File: config.mk
export PLATFORM = sky130hd
export DESIGN_NAME = msr_core
export DESIGN_NICKNAME = d
export VERILOG_FILES = /design/src/hw/msr_pkg.sv /design/src/hw/msr_seed_gen.sv /design/src/hw/msr_axil.sv /design/src/hw/msr_core.sv
export VERILOG_INCLUDE_DIRS = /design/src /design/src/hw
export SDC_FILE = /design/constraint.sdc
export NUM_CORES = 1
export LEC_CHECK = 0
export BUFFER_PORTS_ARGS = -buffer_cell sky130_fd_sc_hd__buf_2
export CORE_AREA = 2 2 99 101
export CTS_BUF_LIST = sky130_fd_sc_hd__clkbuf_4 sky130_fd_sc_hd__clkbuf_8
export CTS_CLUSTER_SIZE = 8
export DETAILED_ROUTE_END_ITERATION = 8
export DIE_AREA = 0 0 101 103
export PLACE_DENSITY = 0.81
export RECOVER_POWER = 25
export SLEW_MARGIN = 5
export SYNTH_ARGS = -nofsm -noshare
export SYNTH_HDL_FRONTEND = slang
export SYNTH_SLANG_ARGS = --single-unit
File: constraint.sdc
create_clock -name aclk -period 2.3 [get_ports aclk]
set_input_delay 0.575 -clock aclk [delete_from_list [all_inputs] [get_ports aclk]]
set_output_delay 0.575 -clock aclk [all_outputs]
set_load 0.05 [all_outputs]
File: src/hw/msr_defines.svh
// Constants of the master/slave resolution block: offsets, fields, counts.
// Assumes inclusion by bare name from the package and design modules.
`ifndef MSR_DEFINES_SVH
`define MSR_DEFINES_SVH
// Register byte offsets
`define MSR_AW           8
`define MSR_OFF_CTRL     8'h00
`define MSR_OFF_STAT     8'h04
`define MSR_OFF_ISTAT    8'h08
`define MSR_OFF_IMASK    8'h0C
// Control fields
`define MSR_C_MAN_EN     0
`define MSR_C_MAN_MST    1
`define MSR_C_MULTI      2
`define MSR_C_RESTART    3
// Status fields
`define MSR_S_DONE       0
`define MSR_S_MASTER     1
`define MSR_S_CNT_LO     2
`define MSR_S_FAULT      15
// Interrupt status and mask fields
`define MSR_I_DONE       0
`define MSR_I_FAULT      1
// Page contents
`define MSR_PW           16
`define MSR_MSG_CODE     11'h001
`define MSR_P_MAN_EN     0
`define MSR_P_MAN_MST    1
`define MSR_P_MULTI      2
// Seed and attempt limits
`define MSR_SEED_W       11
`define MSR_SEED_INIT    11'h5A5
`define MSR_MAX_SEEDS    3'h7
// Bus responses
`define MSR_RESP_OKAY    2'h0
`define MSR_RESP_SLVERR  2'h2
`endif

File: src/hw/msr_pkg.sv
// Types of the master/slave resolution block.
// Assumes msr_defines.svh on the include path.
`include "msr_defines.svh"
package msr_pkg;
  typedef enum logic [7:0] {
    MSR_IDLE  = 8'h01,
    MSR_BASE  = 8'h02,
    MSR_FNP   = 8'h04,
    MSR_UNP1  = 8'h08,
    MSR_UNP2  = 8'h10,
    MSR_RSLV  = 8'h20,
    MSR_DONE  = 8'h40,
    MSR_FAULT = 8'h80
  } msr_state_t;

  typedef enum logic [1:0] {
    MSR_R_SLAVE  = 2'h0,
    MSR_R_MASTER = 2'h1,
    MSR_R_FAULT  = 2'h2,
    MSR_R_RETRY  = 2'h3
  } msr_res_t;
endpackage

File: src/hw/msr_seed_gen.sv
// Free-running seed source for the seed page.
// Assumes one clock and a synchronous active-low reset.
`timescale 1ns/10ps
`default_nettype none
`include "msr_defines.svh"
module msr_seed_gen
  import msr_pkg::*;
(
  // Clock and reset
  input  wire logic                    aclk,
  input  wire logic                    aresetn,
  // Seed
  output logic [`MSR_SEED_W-1:0]       seed
);
  typedef struct packed {
    logic [`MSR_SEED_W-1:0] lfsr;
  } msr_seed_st_t;

  msr_seed_st_t r;
  msr_seed_st_t n;

  // Maximal-length taps 11,9; the zero state is never reached from reset
  always_comb begin
    n = r;
    n.lfsr = {r.lfsr[`MSR_SEED_W-2:0], r.lfsr[10] ^ r.lfsr[8]};
  end

  always_ff @(posedge aclk) begin
    if (!aresetn) begin
      r.lfsr <= `MSR_SEED_INIT;
    end else begin
      r <= n;
    end
  end

  assign seed = r.lfsr;
endmodule
`default_nettype wire

File: src/hw/msr_axil.sv
// AXI4-Lite slave front end: turns bus traffic into register strobes.
// Assumes the register file answers rd_data/err combinationally.
`timescale 1ns/10ps
`default_nettype none
`include "msr_defines.svh"
module msr_axil
  import msr_pkg::*;
(
  // Clock and reset
  input  wire logic                  aclk,
  input  wire logic                  aresetn,
  // Write channels
  input  wire logic [`MSR_AW-1:0]    awaddr,
  input  wire logic                  awvalid,
  output logic                       awready,
  input  wire logic [31:0]           wdata,
  input  wire logic [3:0]            wstrb,
  input  wire logic                  wvalid,
  output logic                       wready,
  output logic [1:0]                 bresp,
  output logic                       bvalid,
  input  wire logic                  bready,
  // Read channels
  input  wire logic [`MSR_AW-1:0]    araddr,
  input  wire logic                  arvalid,
  output logic                       arready,
  output logic [31:0]                rdata,
  output logic [1:0]                 rresp,
  output logic                       rvalid,
  input  wire logic                  rready,
  // Register side
  output logic                       wr_en,
  output logic [`MSR_AW-1:0]         wr_addr,
  output logic [31:0]                wr_data,
  output logic [3:0]                 wr_strb,
  input  wire logic                  wr_err,
  output logic                       rd_en,
  output logic [`MSR_AW-1:0]         rd_addr,
  input  wire logic [31:0]           rd_data,
  input  wire logic                  rd_err
);
  typedef struct packed {
    logic               aw_ok;
    logic [`MSR_AW-1:0] addr;
    logic               w_ok;
    logic [31:0]        data;
    logic [3:0]         strb;
    logic               bvalid;
    logic [1:0]         bresp;
    logic               rvalid;
    logic [31:0]        rdata;
    logic [1:0]         rresp;
  } msr_axil_st_t;

  msr_axil_st_t r;
  msr_axil_st_t n;

  // Address and data may arrive in either order; commit once both are held
  assign awready = !r.aw_ok;
  assign wready  = !r.w_ok;
  assign wr_en   = r.aw_ok && r.w_ok && !r.bvalid;
  assign wr_addr = r.addr;
  assign wr_data = r.data;
  assign wr_strb = r.strb;
  assign arready = !r.rvalid;
  assign rd_en   = arvalid && !r.rvalid;
  assign rd_addr = araddr;
  assign bvalid  = r.bvalid;
  assign bresp   = r.bresp;
  assign rvalid  = r.rvalid;
  assign rdata   = r.rdata;
  assign rresp   = r.rresp;

  // Channel bookkeeping
  always_comb begin
    n = r;
    if (awvalid && awready) begin
      n.aw_ok = 1'b1;
      n.addr  = awaddr;
    end
    if (wvalid && wready) begin
      n.w_ok = 1'b1;
      n.data = wdata;
      n.strb = wstrb;
    end
    if (wr_en) begin
      n.aw_ok  = 1'b0;
      n.w_ok   = 1'b0;
      n.bvalid = 1'b1;
      n.bresp  = wr_err ? `MSR_RESP_SLVERR : `MSR_RESP_OKAY;
    end
    if (r.bvalid && bready) begin
      n.bvalid = 1'b0;
    end
    if (rd_en) begin
      n.rvalid = 1'b1;
      n.rdata  = rd_data;
      n.rresp  = rd_err ? `MSR_RESP_SLVERR : `MSR_RESP_OKAY;
    end else if (r.rvalid && rready) begin
      n.rvalid = 1'b0;
    end
  end

  always_ff @(posedge aclk) begin
    if (!aresetn) begin
      r <= '0;
    end else begin
      r <= n;
    end
  end
endmodule
`default_nettype wire

File: src/hw/msr_core.sv
// Gigabit copper master/slave role resolution with AXI4-Lite registers.
// Assumes the negotiation engine pulses pg_xchg once per page exchanged,
// on aclk, with the partner's page word on pg_rx_data.
//
// Added by the designer: the register addresses and register access over AXI4-Lite.
`timescale 1ns/10ps
`default_nettype none
`include "msr_defines.svh"
module msr_core
  import msr_pkg::*;
(
  // Clock and reset
  input  wire logic                  aclk,
  input  wire logic                  aresetn,
  // AXI4-Lite write
  input  wire logic [`MSR_AW-1:0]    awaddr,
  input  wire logic                  awvalid,
  output logic                       awready,
  input  wire logic [31:0]           wdata,
  input  wire logic [3:0]            wstrb,
  input  wire logic                  wvalid,
  output logic                       wready,
  output logic [1:0]                 bresp,
  output logic                       bvalid,
  input  wire logic                  bready,
  // AXI4-Lite read
  input  wire logic [`MSR_AW-1:0]    araddr,
  input  wire logic                  arvalid,
  output logic                       arready,
  output logic [31:0]                rdata,
  output logic [1:0]                 rresp,
  output logic                       rvalid,
  input  wire logic                  rready,
  // Negotiation engine
  input  wire logic                  an_start,
  input  wire logic                  pg_xchg,
  input  wire logic [`MSR_PW-1:0]    pg_rx_data,
  output logic [`MSR_PW-1:0]         pg_tx_data,
  // Role and link
  input  wire logic                  link_ok_in,
  output logic                       cfg_complete,
  output logic                       cfg_master,
  output logic                       gigabit_copper_link_state,
  output logic                       irq
);
  typedef struct packed {
    msr_state_t              state;
    logic [2:0]              seed_cnt;
    logic                    fault;
    logic                    done;
    logic                    master;
    logic [`MSR_PW-1:0]      pg_tx;
    logic [2:0]              rx_ab;
    logic [`MSR_SEED_W-1:0]  loc_seed;
    logic [`MSR_SEED_W-1:0]  rem_seed;
    logic [2:0]              ctrl;
    logic [1:0]              istat;
    logic [1:0]              imask;
    logic                    link;
  } msr_core_st_t;

  msr_core_st_t r;
  msr_core_st_t n;

  logic                    wr_en;
  logic [`MSR_AW-1:0]      wr_addr;
  logic [31:0]             wr_data;
  logic [3:0]              wr_strb;
  logic [`MSR_AW-1:0]      rd_addr;
  logic [31:0]             rd_data;
  logic [`MSR_SEED_W-1:0]  seed;
  logic                    start;
  logic                    ctrl_wr;
  logic [1:0]              ev;
  msr_res_t                res;

  // Bus front end
  msr_axil u_axil (
    .aclk    (aclk),
    .aresetn (aresetn),
    .awaddr  (awaddr),
    .awvalid (awvalid),
    .awready (awready),
    .wdata   (wdata),
    .wstrb   (wstrb),
    .wvalid  (wvalid),
    .wready  (wready),
    .bresp   (bresp),
    .bvalid  (bvalid),
    .bready  (bready),
    .araddr  (araddr),
    .arvalid (arvalid),
    .arready (arready),
    .rdata   (rdata),
    .rresp   (rresp),
    .rvalid  (rvalid),
    .rready  (rready),
    .wr_en   (wr_en),
    .wr_addr (wr_addr),
    .wr_data (wr_data),
    .wr_strb (wr_strb),
    .wr_err  (!addr_hit(wr_addr)),
    .rd_en   (),
    .rd_addr (rd_addr),
    .rd_data (rd_data),
    .rd_err  (!addr_hit(rd_addr))
  );

  // Seed source
  msr_seed_gen u_seed (
    .aclk    (aclk),
    .aresetn (aresetn),
    .seed    (seed)
  );

  // Address decode, shared by the read and write paths
  function automatic logic addr_hit(input logic [`MSR_AW-1:0] a);
    return (a == `MSR_OFF_CTRL) || (a == `MSR_OFF_STAT) ||
           (a == `MSR_OFF_ISTAT) || (a == `MSR_OFF_IMASK);
  endfunction

  // Role decision from local control and partner ability and seed
  function automatic msr_res_t resolve(input logic [2:0] loc,
                                       input logic [2:0] rem,
                                       input logic [`MSR_SEED_W-1:0] ls,
                                       input logic [`MSR_SEED_W-1:0] rs);
    logic lm;
    logic rm;
    lm = loc[`MSR_P_MAN_EN];
    rm = rem[`MSR_P_MAN_EN];
    if (lm && rm) begin
      // Equal forced roles cannot both hold
      if (loc[`MSR_P_MAN_MST] == rem[`MSR_P_MAN_MST]) begin
        return MSR_R_FAULT;
      end
      return loc[`MSR_P_MAN_MST] ? MSR_R_MASTER : MSR_R_SLAVE;
    end else if (lm) begin
      return loc[`MSR_P_MAN_MST] ? MSR_R_MASTER : MSR_R_SLAVE;
    end else if (rm) begin
      return rem[`MSR_P_MAN_MST] ? MSR_R_SLAVE : MSR_R_MASTER;
    end else if (loc[`MSR_P_MULTI] != rem[`MSR_P_MULTI]) begin
      // The multiport end prefers to be master
      return loc[`MSR_P_MULTI] ? MSR_R_MASTER : MSR_R_SLAVE;
    end else if (ls == rs) begin
      return MSR_R_RETRY;
    end
    return (ls > rs) ? MSR_R_MASTER : MSR_R_SLAVE;
  endfunction

  assign ctrl_wr = wr_en && (wr_addr == `MSR_OFF_CTRL) && wr_strb[0];
  assign start   = an_start || (ctrl_wr && wr_data[`MSR_C_RESTART]);
  assign res     = resolve(r.ctrl, r.rx_ab, r.loc_seed, r.rem_seed);

  // Register read mux; reserved bits read as zero
  always_comb begin
    rd_data = 32'h0;
    unique case (rd_addr)
      `MSR_OFF_CTRL: rd_data[2:0] = r.ctrl;
      `MSR_OFF_STAT: begin
        rd_data[`MSR_S_DONE]   = r.done;
        rd_data[`MSR_S_MASTER] = r.master;
        rd_data[`MSR_S_CNT_LO+:3] = r.seed_cnt;
        rd_data[`MSR_S_FAULT]  = r.fault;
      end
      `MSR_OFF_ISTAT: rd_data[1:0] = r.istat;
      `MSR_OFF_IMASK: rd_data[1:0] = r.imask;
      default: rd_data = 32'h0;
    endcase
  end

  // Resolution sequencer, control and interrupt registers
  always_comb begin
    n  = r;
    ev = 2'h0;
    if (ctrl_wr) begin
      n.ctrl = wr_data[2:0];
    end
    if (wr_en && (wr_addr == `MSR_OFF_IMASK) && wr_strb[0]) begin
      n.imask = wr_data[1:0];
    end
    unique case (r.state)
      MSR_IDLE, MSR_DONE, MSR_FAULT: begin
        // Settled; only a restart brings a new attempt
        n.state = r.state;
      end
      MSR_BASE: begin
        if (pg_xchg) begin
          n.state = MSR_FNP;
          n.pg_tx = {5'h00, `MSR_MSG_CODE};
        end
      end
      MSR_FNP: begin
        // A foreign message breaks the sequence
        if (pg_xchg) begin
          if (pg_rx_data[10:0] == `MSR_MSG_CODE) begin
            n.state = MSR_UNP1;
            n.pg_tx = {13'h0000, r.ctrl};
          end else begin
            n.state = MSR_IDLE;
            n.pg_tx = 16'h0000;
          end
        end
      end
      MSR_UNP1: begin
        if (pg_xchg) begin
          n.state    = MSR_UNP2;
          n.rx_ab    = pg_rx_data[2:0];
          n.loc_seed = seed;
          n.pg_tx    = {5'h00, seed};
          if (r.seed_cnt != `MSR_MAX_SEEDS) begin
            n.seed_cnt = r.seed_cnt + 3'h1;
          end
        end
      end
      MSR_UNP2: begin
        if (pg_xchg) begin
          n.state    = MSR_RSLV;
          n.rem_seed = pg_rx_data[`MSR_SEED_W-1:0];
          n.pg_tx    = 16'h0000;
        end
      end
      MSR_RSLV: begin
        if ((res == MSR_R_FAULT) ||
            ((res == MSR_R_RETRY) && (r.seed_cnt == `MSR_MAX_SEEDS))) begin
          n.state    = MSR_FAULT;
          n.fault    = 1'b1;
          n.done     = 1'b1;
          n.seed_cnt = 3'h0;
          ev[`MSR_I_FAULT] = 1'b1;
        end else if (res == MSR_R_RETRY) begin
          // Tied seeds: run the page exchange again with a fresh seed
          n.state = MSR_BASE;
        end else begin
          n.state    = MSR_DONE;
          n.master   = (res == MSR_R_MASTER);
          n.done     = 1'b1;
          n.fault    = 1'b0;
          n.seed_cnt = 3'h0;
          ev[`MSR_I_DONE] = 1'b1;
        end
      end
      default: begin
        n.state = MSR_IDLE;
      end
    endcase
    if (start) begin
      n.state    = MSR_BASE;
      n.seed_cnt = 3'h0;
      n.done     = 1'b0;
      n.pg_tx    = 16'h0000;
    end
    // Write one to clear; a new event in the same cycle wins
    n.istat = r.istat & ~((wr_en && (wr_addr == `MSR_OFF_ISTAT) && wr_strb[0]) ?
                          wr_data[1:0] : 2'h0);
    n.istat = n.istat | ev;
    n.link  = link_ok_in && n.done && !n.fault;
  end

  always_ff @(posedge aclk) begin
    if (!aresetn) begin
      r       <= '0;
      r.state <= MSR_IDLE;
    end else begin
      r <= n;
    end
  end

  assign pg_tx_data                = r.pg_tx;
  assign cfg_complete              = r.done;
  assign cfg_master                = r.master;
  assign gigabit_copper_link_state = r.link;
  assign irq                       = |(r.istat & r.imask);
endmodule
`default_nettype wire

==> results.json <==
{
  "status": "finished, final reports clean",
  "synth_area_leaders": "dfxtp_1 42%, buf_4 8.6%, mux2i_1 6.4%",
  "setup_viol": 0,
  "design.portCount": 139,
  "synth_area_per_cell_um2": 8.79,
  "drc": 0,
  "power_leakage_nw": 2.14,
  "design_area_um2": 4920,
  "clk_pin_slew_ns": 0.09,
  "synth_area_um2": 4520,
  "portBuffers": 69,
  "grt_pass1_vias": 3469,
  "grt_pass1_wl_um": 15800,
  "synth_seq_area_share_pct": 41.6,
  "viasPerCell": 5.32,
  "synth_seq_cells": 94,
  "max_stage_delay_ns": 0.39,
  "cts_setup_buffers": 0,
  "synthMuxAreaShare_pct": 7.91,
  "critical_path_class": "reg2reg",
  "ctsHoldBuffers": 0,
  "synth-adder-area-share_pct": 4.15,
  "yosysWarnings": 0,
  "crit_arrival_ns": 2.42,
  "finalMaxSlewViolations": 0,
  "tritoncts": "done",
  "diodes": 0,
  "drt_wl_total_um": 9490,
  "fp.dieW_um": 101,
  "grt_antenna_before_repair": 0,
  "setup_tns_ns": 0,
  "drt-initial-drc-count": 176,
  "yosysTopAreaCell": "dfxtp_1",
  "fin_nets": 659,
  "placed_area_um2": 4750,
  "grt_setup_unrepaired": "no",
  "cts_max_path_buffers": 2,
  "ys_top_cells_by_count": "94 x dfxtp_1, 64 x nor2_1, 52 x buf_4, 51 x nand2_1, 46 x a21oi_1",
  "place_ws_ns": 0.218,
  "vias": 3645,
  "skew_ns": 0.00972,
  "period_share_pct": 93.0,
  "async_flop_share_pct": 0,
  "min_path_type": "in2reg",
  "setup_ws_ns": 0.161,
  "peakVddDrop_mv": 0.351,
  "cts_resized": 0,
  "hpwlAfterDp_um": 7170,
  "start_kind": "flip-flop",
  "critPathCaptureType": "flip-flop",
  "power.density_nw_per_um2": 643,
  "crit_required_ns": 2.58,
  "drt_pass1_iterations": 4,
  "ctsRootBufferMaster": "clkbuf_8",
  "gr-total-overflow": 0,
  "synth_cell_types": 60,
  "cts-htree-levels": 3,
  "syn_inst": 515,
  "layout_min_cycle_time_ns": 2.14,
  "core_um2": 9460,
  "dieHeight_um": 103,
  "slew_headroom_pct": 55.8,
  "dieArea_um2": 10400,
  "rows": 36,
  "netlist.area_leader.share_pct": 41.6,
  "tightest_slew_ns": 0.657,
  "synth_xor_area_share_pct": 0.774,
  "path_max_fanout": 5,
  "fmax_mhz": 467,
  "hold_violations": 0,
  "slowest_stage": "dfxtp_1",
  "place.gp.congestion": 0.835,
  "synth-simple-area-share_pct": 20.7,
  "cts_sinks": 94,
  "synth_compound_area_share_pct": 11.8,
  "synth_top_family_by_area": "simple AND/OR/NAND/NOR gates",
  "start_util_pct": 47.8,
  "synth.most_common_cell": "dfxtp_1",
  "drive_gt1_share_pct": 18.6,
  "antenna_left": 0,
  "numCtsBuffers": 9,
  "wl_per_cell_um": 13.8,
  "synth_ff_type": "dfxtp_1",
  "reg2reg_slack_ns": 0.16,
  "crit_chain": "inv_1 > ha_1 > or3b_1 > nor4_4 > nand2b_1 > nand2_1 > a311oi_2",
  "clock_latency_ns": 0.37,
  "syn_to_final_growth_pct": 8.82,
  "groute.usage.overall_pct": 19.4,
  "cap_viol_max_count": 0,
  "grt_max_degree": 30,
  "synth_edf_count": 0
}
-- metrics by stage --
| step | util [%] | power, mW | hold slack [ns] | instances |
|---|---|---|---|---|
| 5_1_grt | 52.1 | 3.30 | 0.369 | 685 |
| 3_3_place_gp | 50.2 | 2.09 | 0.422 | 669 |
| 2_1_floorplan | - | 2.05 | 0.411 | 547 |
| 4_1_cts | 52.3 | 3.20 | 0.362 | 685 |
| 3_5_place_dp | 50.2 | 2.10 | 0.430 | 669 |
| 6_report | 52.1 | 3.17 | 0.380 | 685 |
-- worst paths after layout --
path,from,end,cells past startpoint
min,rready,u_axil.rvalid,2
max reg2reg,r[7],r[52],7
min reg2reg,u_seed.seed[6],u_seed.seed[7],1
max,r[7],r[52],7
-- area by class of cell --
class	instances	area (um2)
Sequential cell	94	1880
Tap cell	114	143
Inverter	28	105
Timing Repair Buffer	80	417
Fill cell	873	4540
Multi-Input combinational cell	353	2180
Clock inverter	6	68.8
Clock buffer	10	131
-- state kept, by name, indices dropped and copies added (netlist names) --
register and count:
u_axil.rdata 6, cfg_complete 1, r 44, u_seed.seed 11
u_axil.rvalid 1, u_axil.r 2, u_axil.rresp 1, u_axil.bresp 1
u_axil.wr_addr 8, pg_tx_data 11, u_axil.bvalid 1, u_axil.wr_data 4
u_axil.wr_strb 1, cfg_master 1, gigabit_copper_link_state 1
-- cell families (layout without fill, tap and decap cells) --
group,Yosys count,count (layout)
DFF,94,94
AOI/OAI and AO/OA,86,86
muxes,32,32
adders and majority gates,15,15
and+or+nand+nor,183,183
buffers and inverters,100,124
xor gates and xnor gates,4,4
other,1,33
-- layout by cell type, fill, tap and decap left out, drive strengths merged, types with 3 or more instances in the layout --
master / count
nor4b: 4
nor2b: 6
buf: 76
mux4: 3
nor4: 9
nor3: 7
a21oi: 46
xnor2: 3
o21ai: 7
nand2: 51
and2: 5
nand2b: 6
mux2i: 29
nor2: 65
dfxtp: 94
conb: 33
nand4: 7
a211oi: 5
inv: 30
ha: 15
a22oi: 7
nor3b: 5
nand3: 6
clkbuf: 14
-- critical path: cells and delay by family, from the launching register on --
kind	cells	cell delay, ns
AOI/OAI and AO/OA	1	0.26
adders and majority gates	1	0.29
buffers and inverters	1	0.10
DFF	1	0.39
and+or+nand+nor	4	1.00
-- routing by layer --
| metal | part of all wire (%) | GRT usage (%) |
|---|---|---|
| met3 | 6.1 | 5.22 |
| met2 | 48 | 33.0 |
| met4 | 1.7 | 6.44 |
| met5 | 0 | 0 |
| met1 | 44 | 24.0 |
-- report_power, final --
part,internal [mW],leakage (nW),switching (mW)
Combinational,0.0941,1.28,0.270
Sequential,1.67,0.765,0.0283
Clock,0.523,0.101,0.587
Total,2.28,2.14,0.885
(Power assumes the default switching activity.)
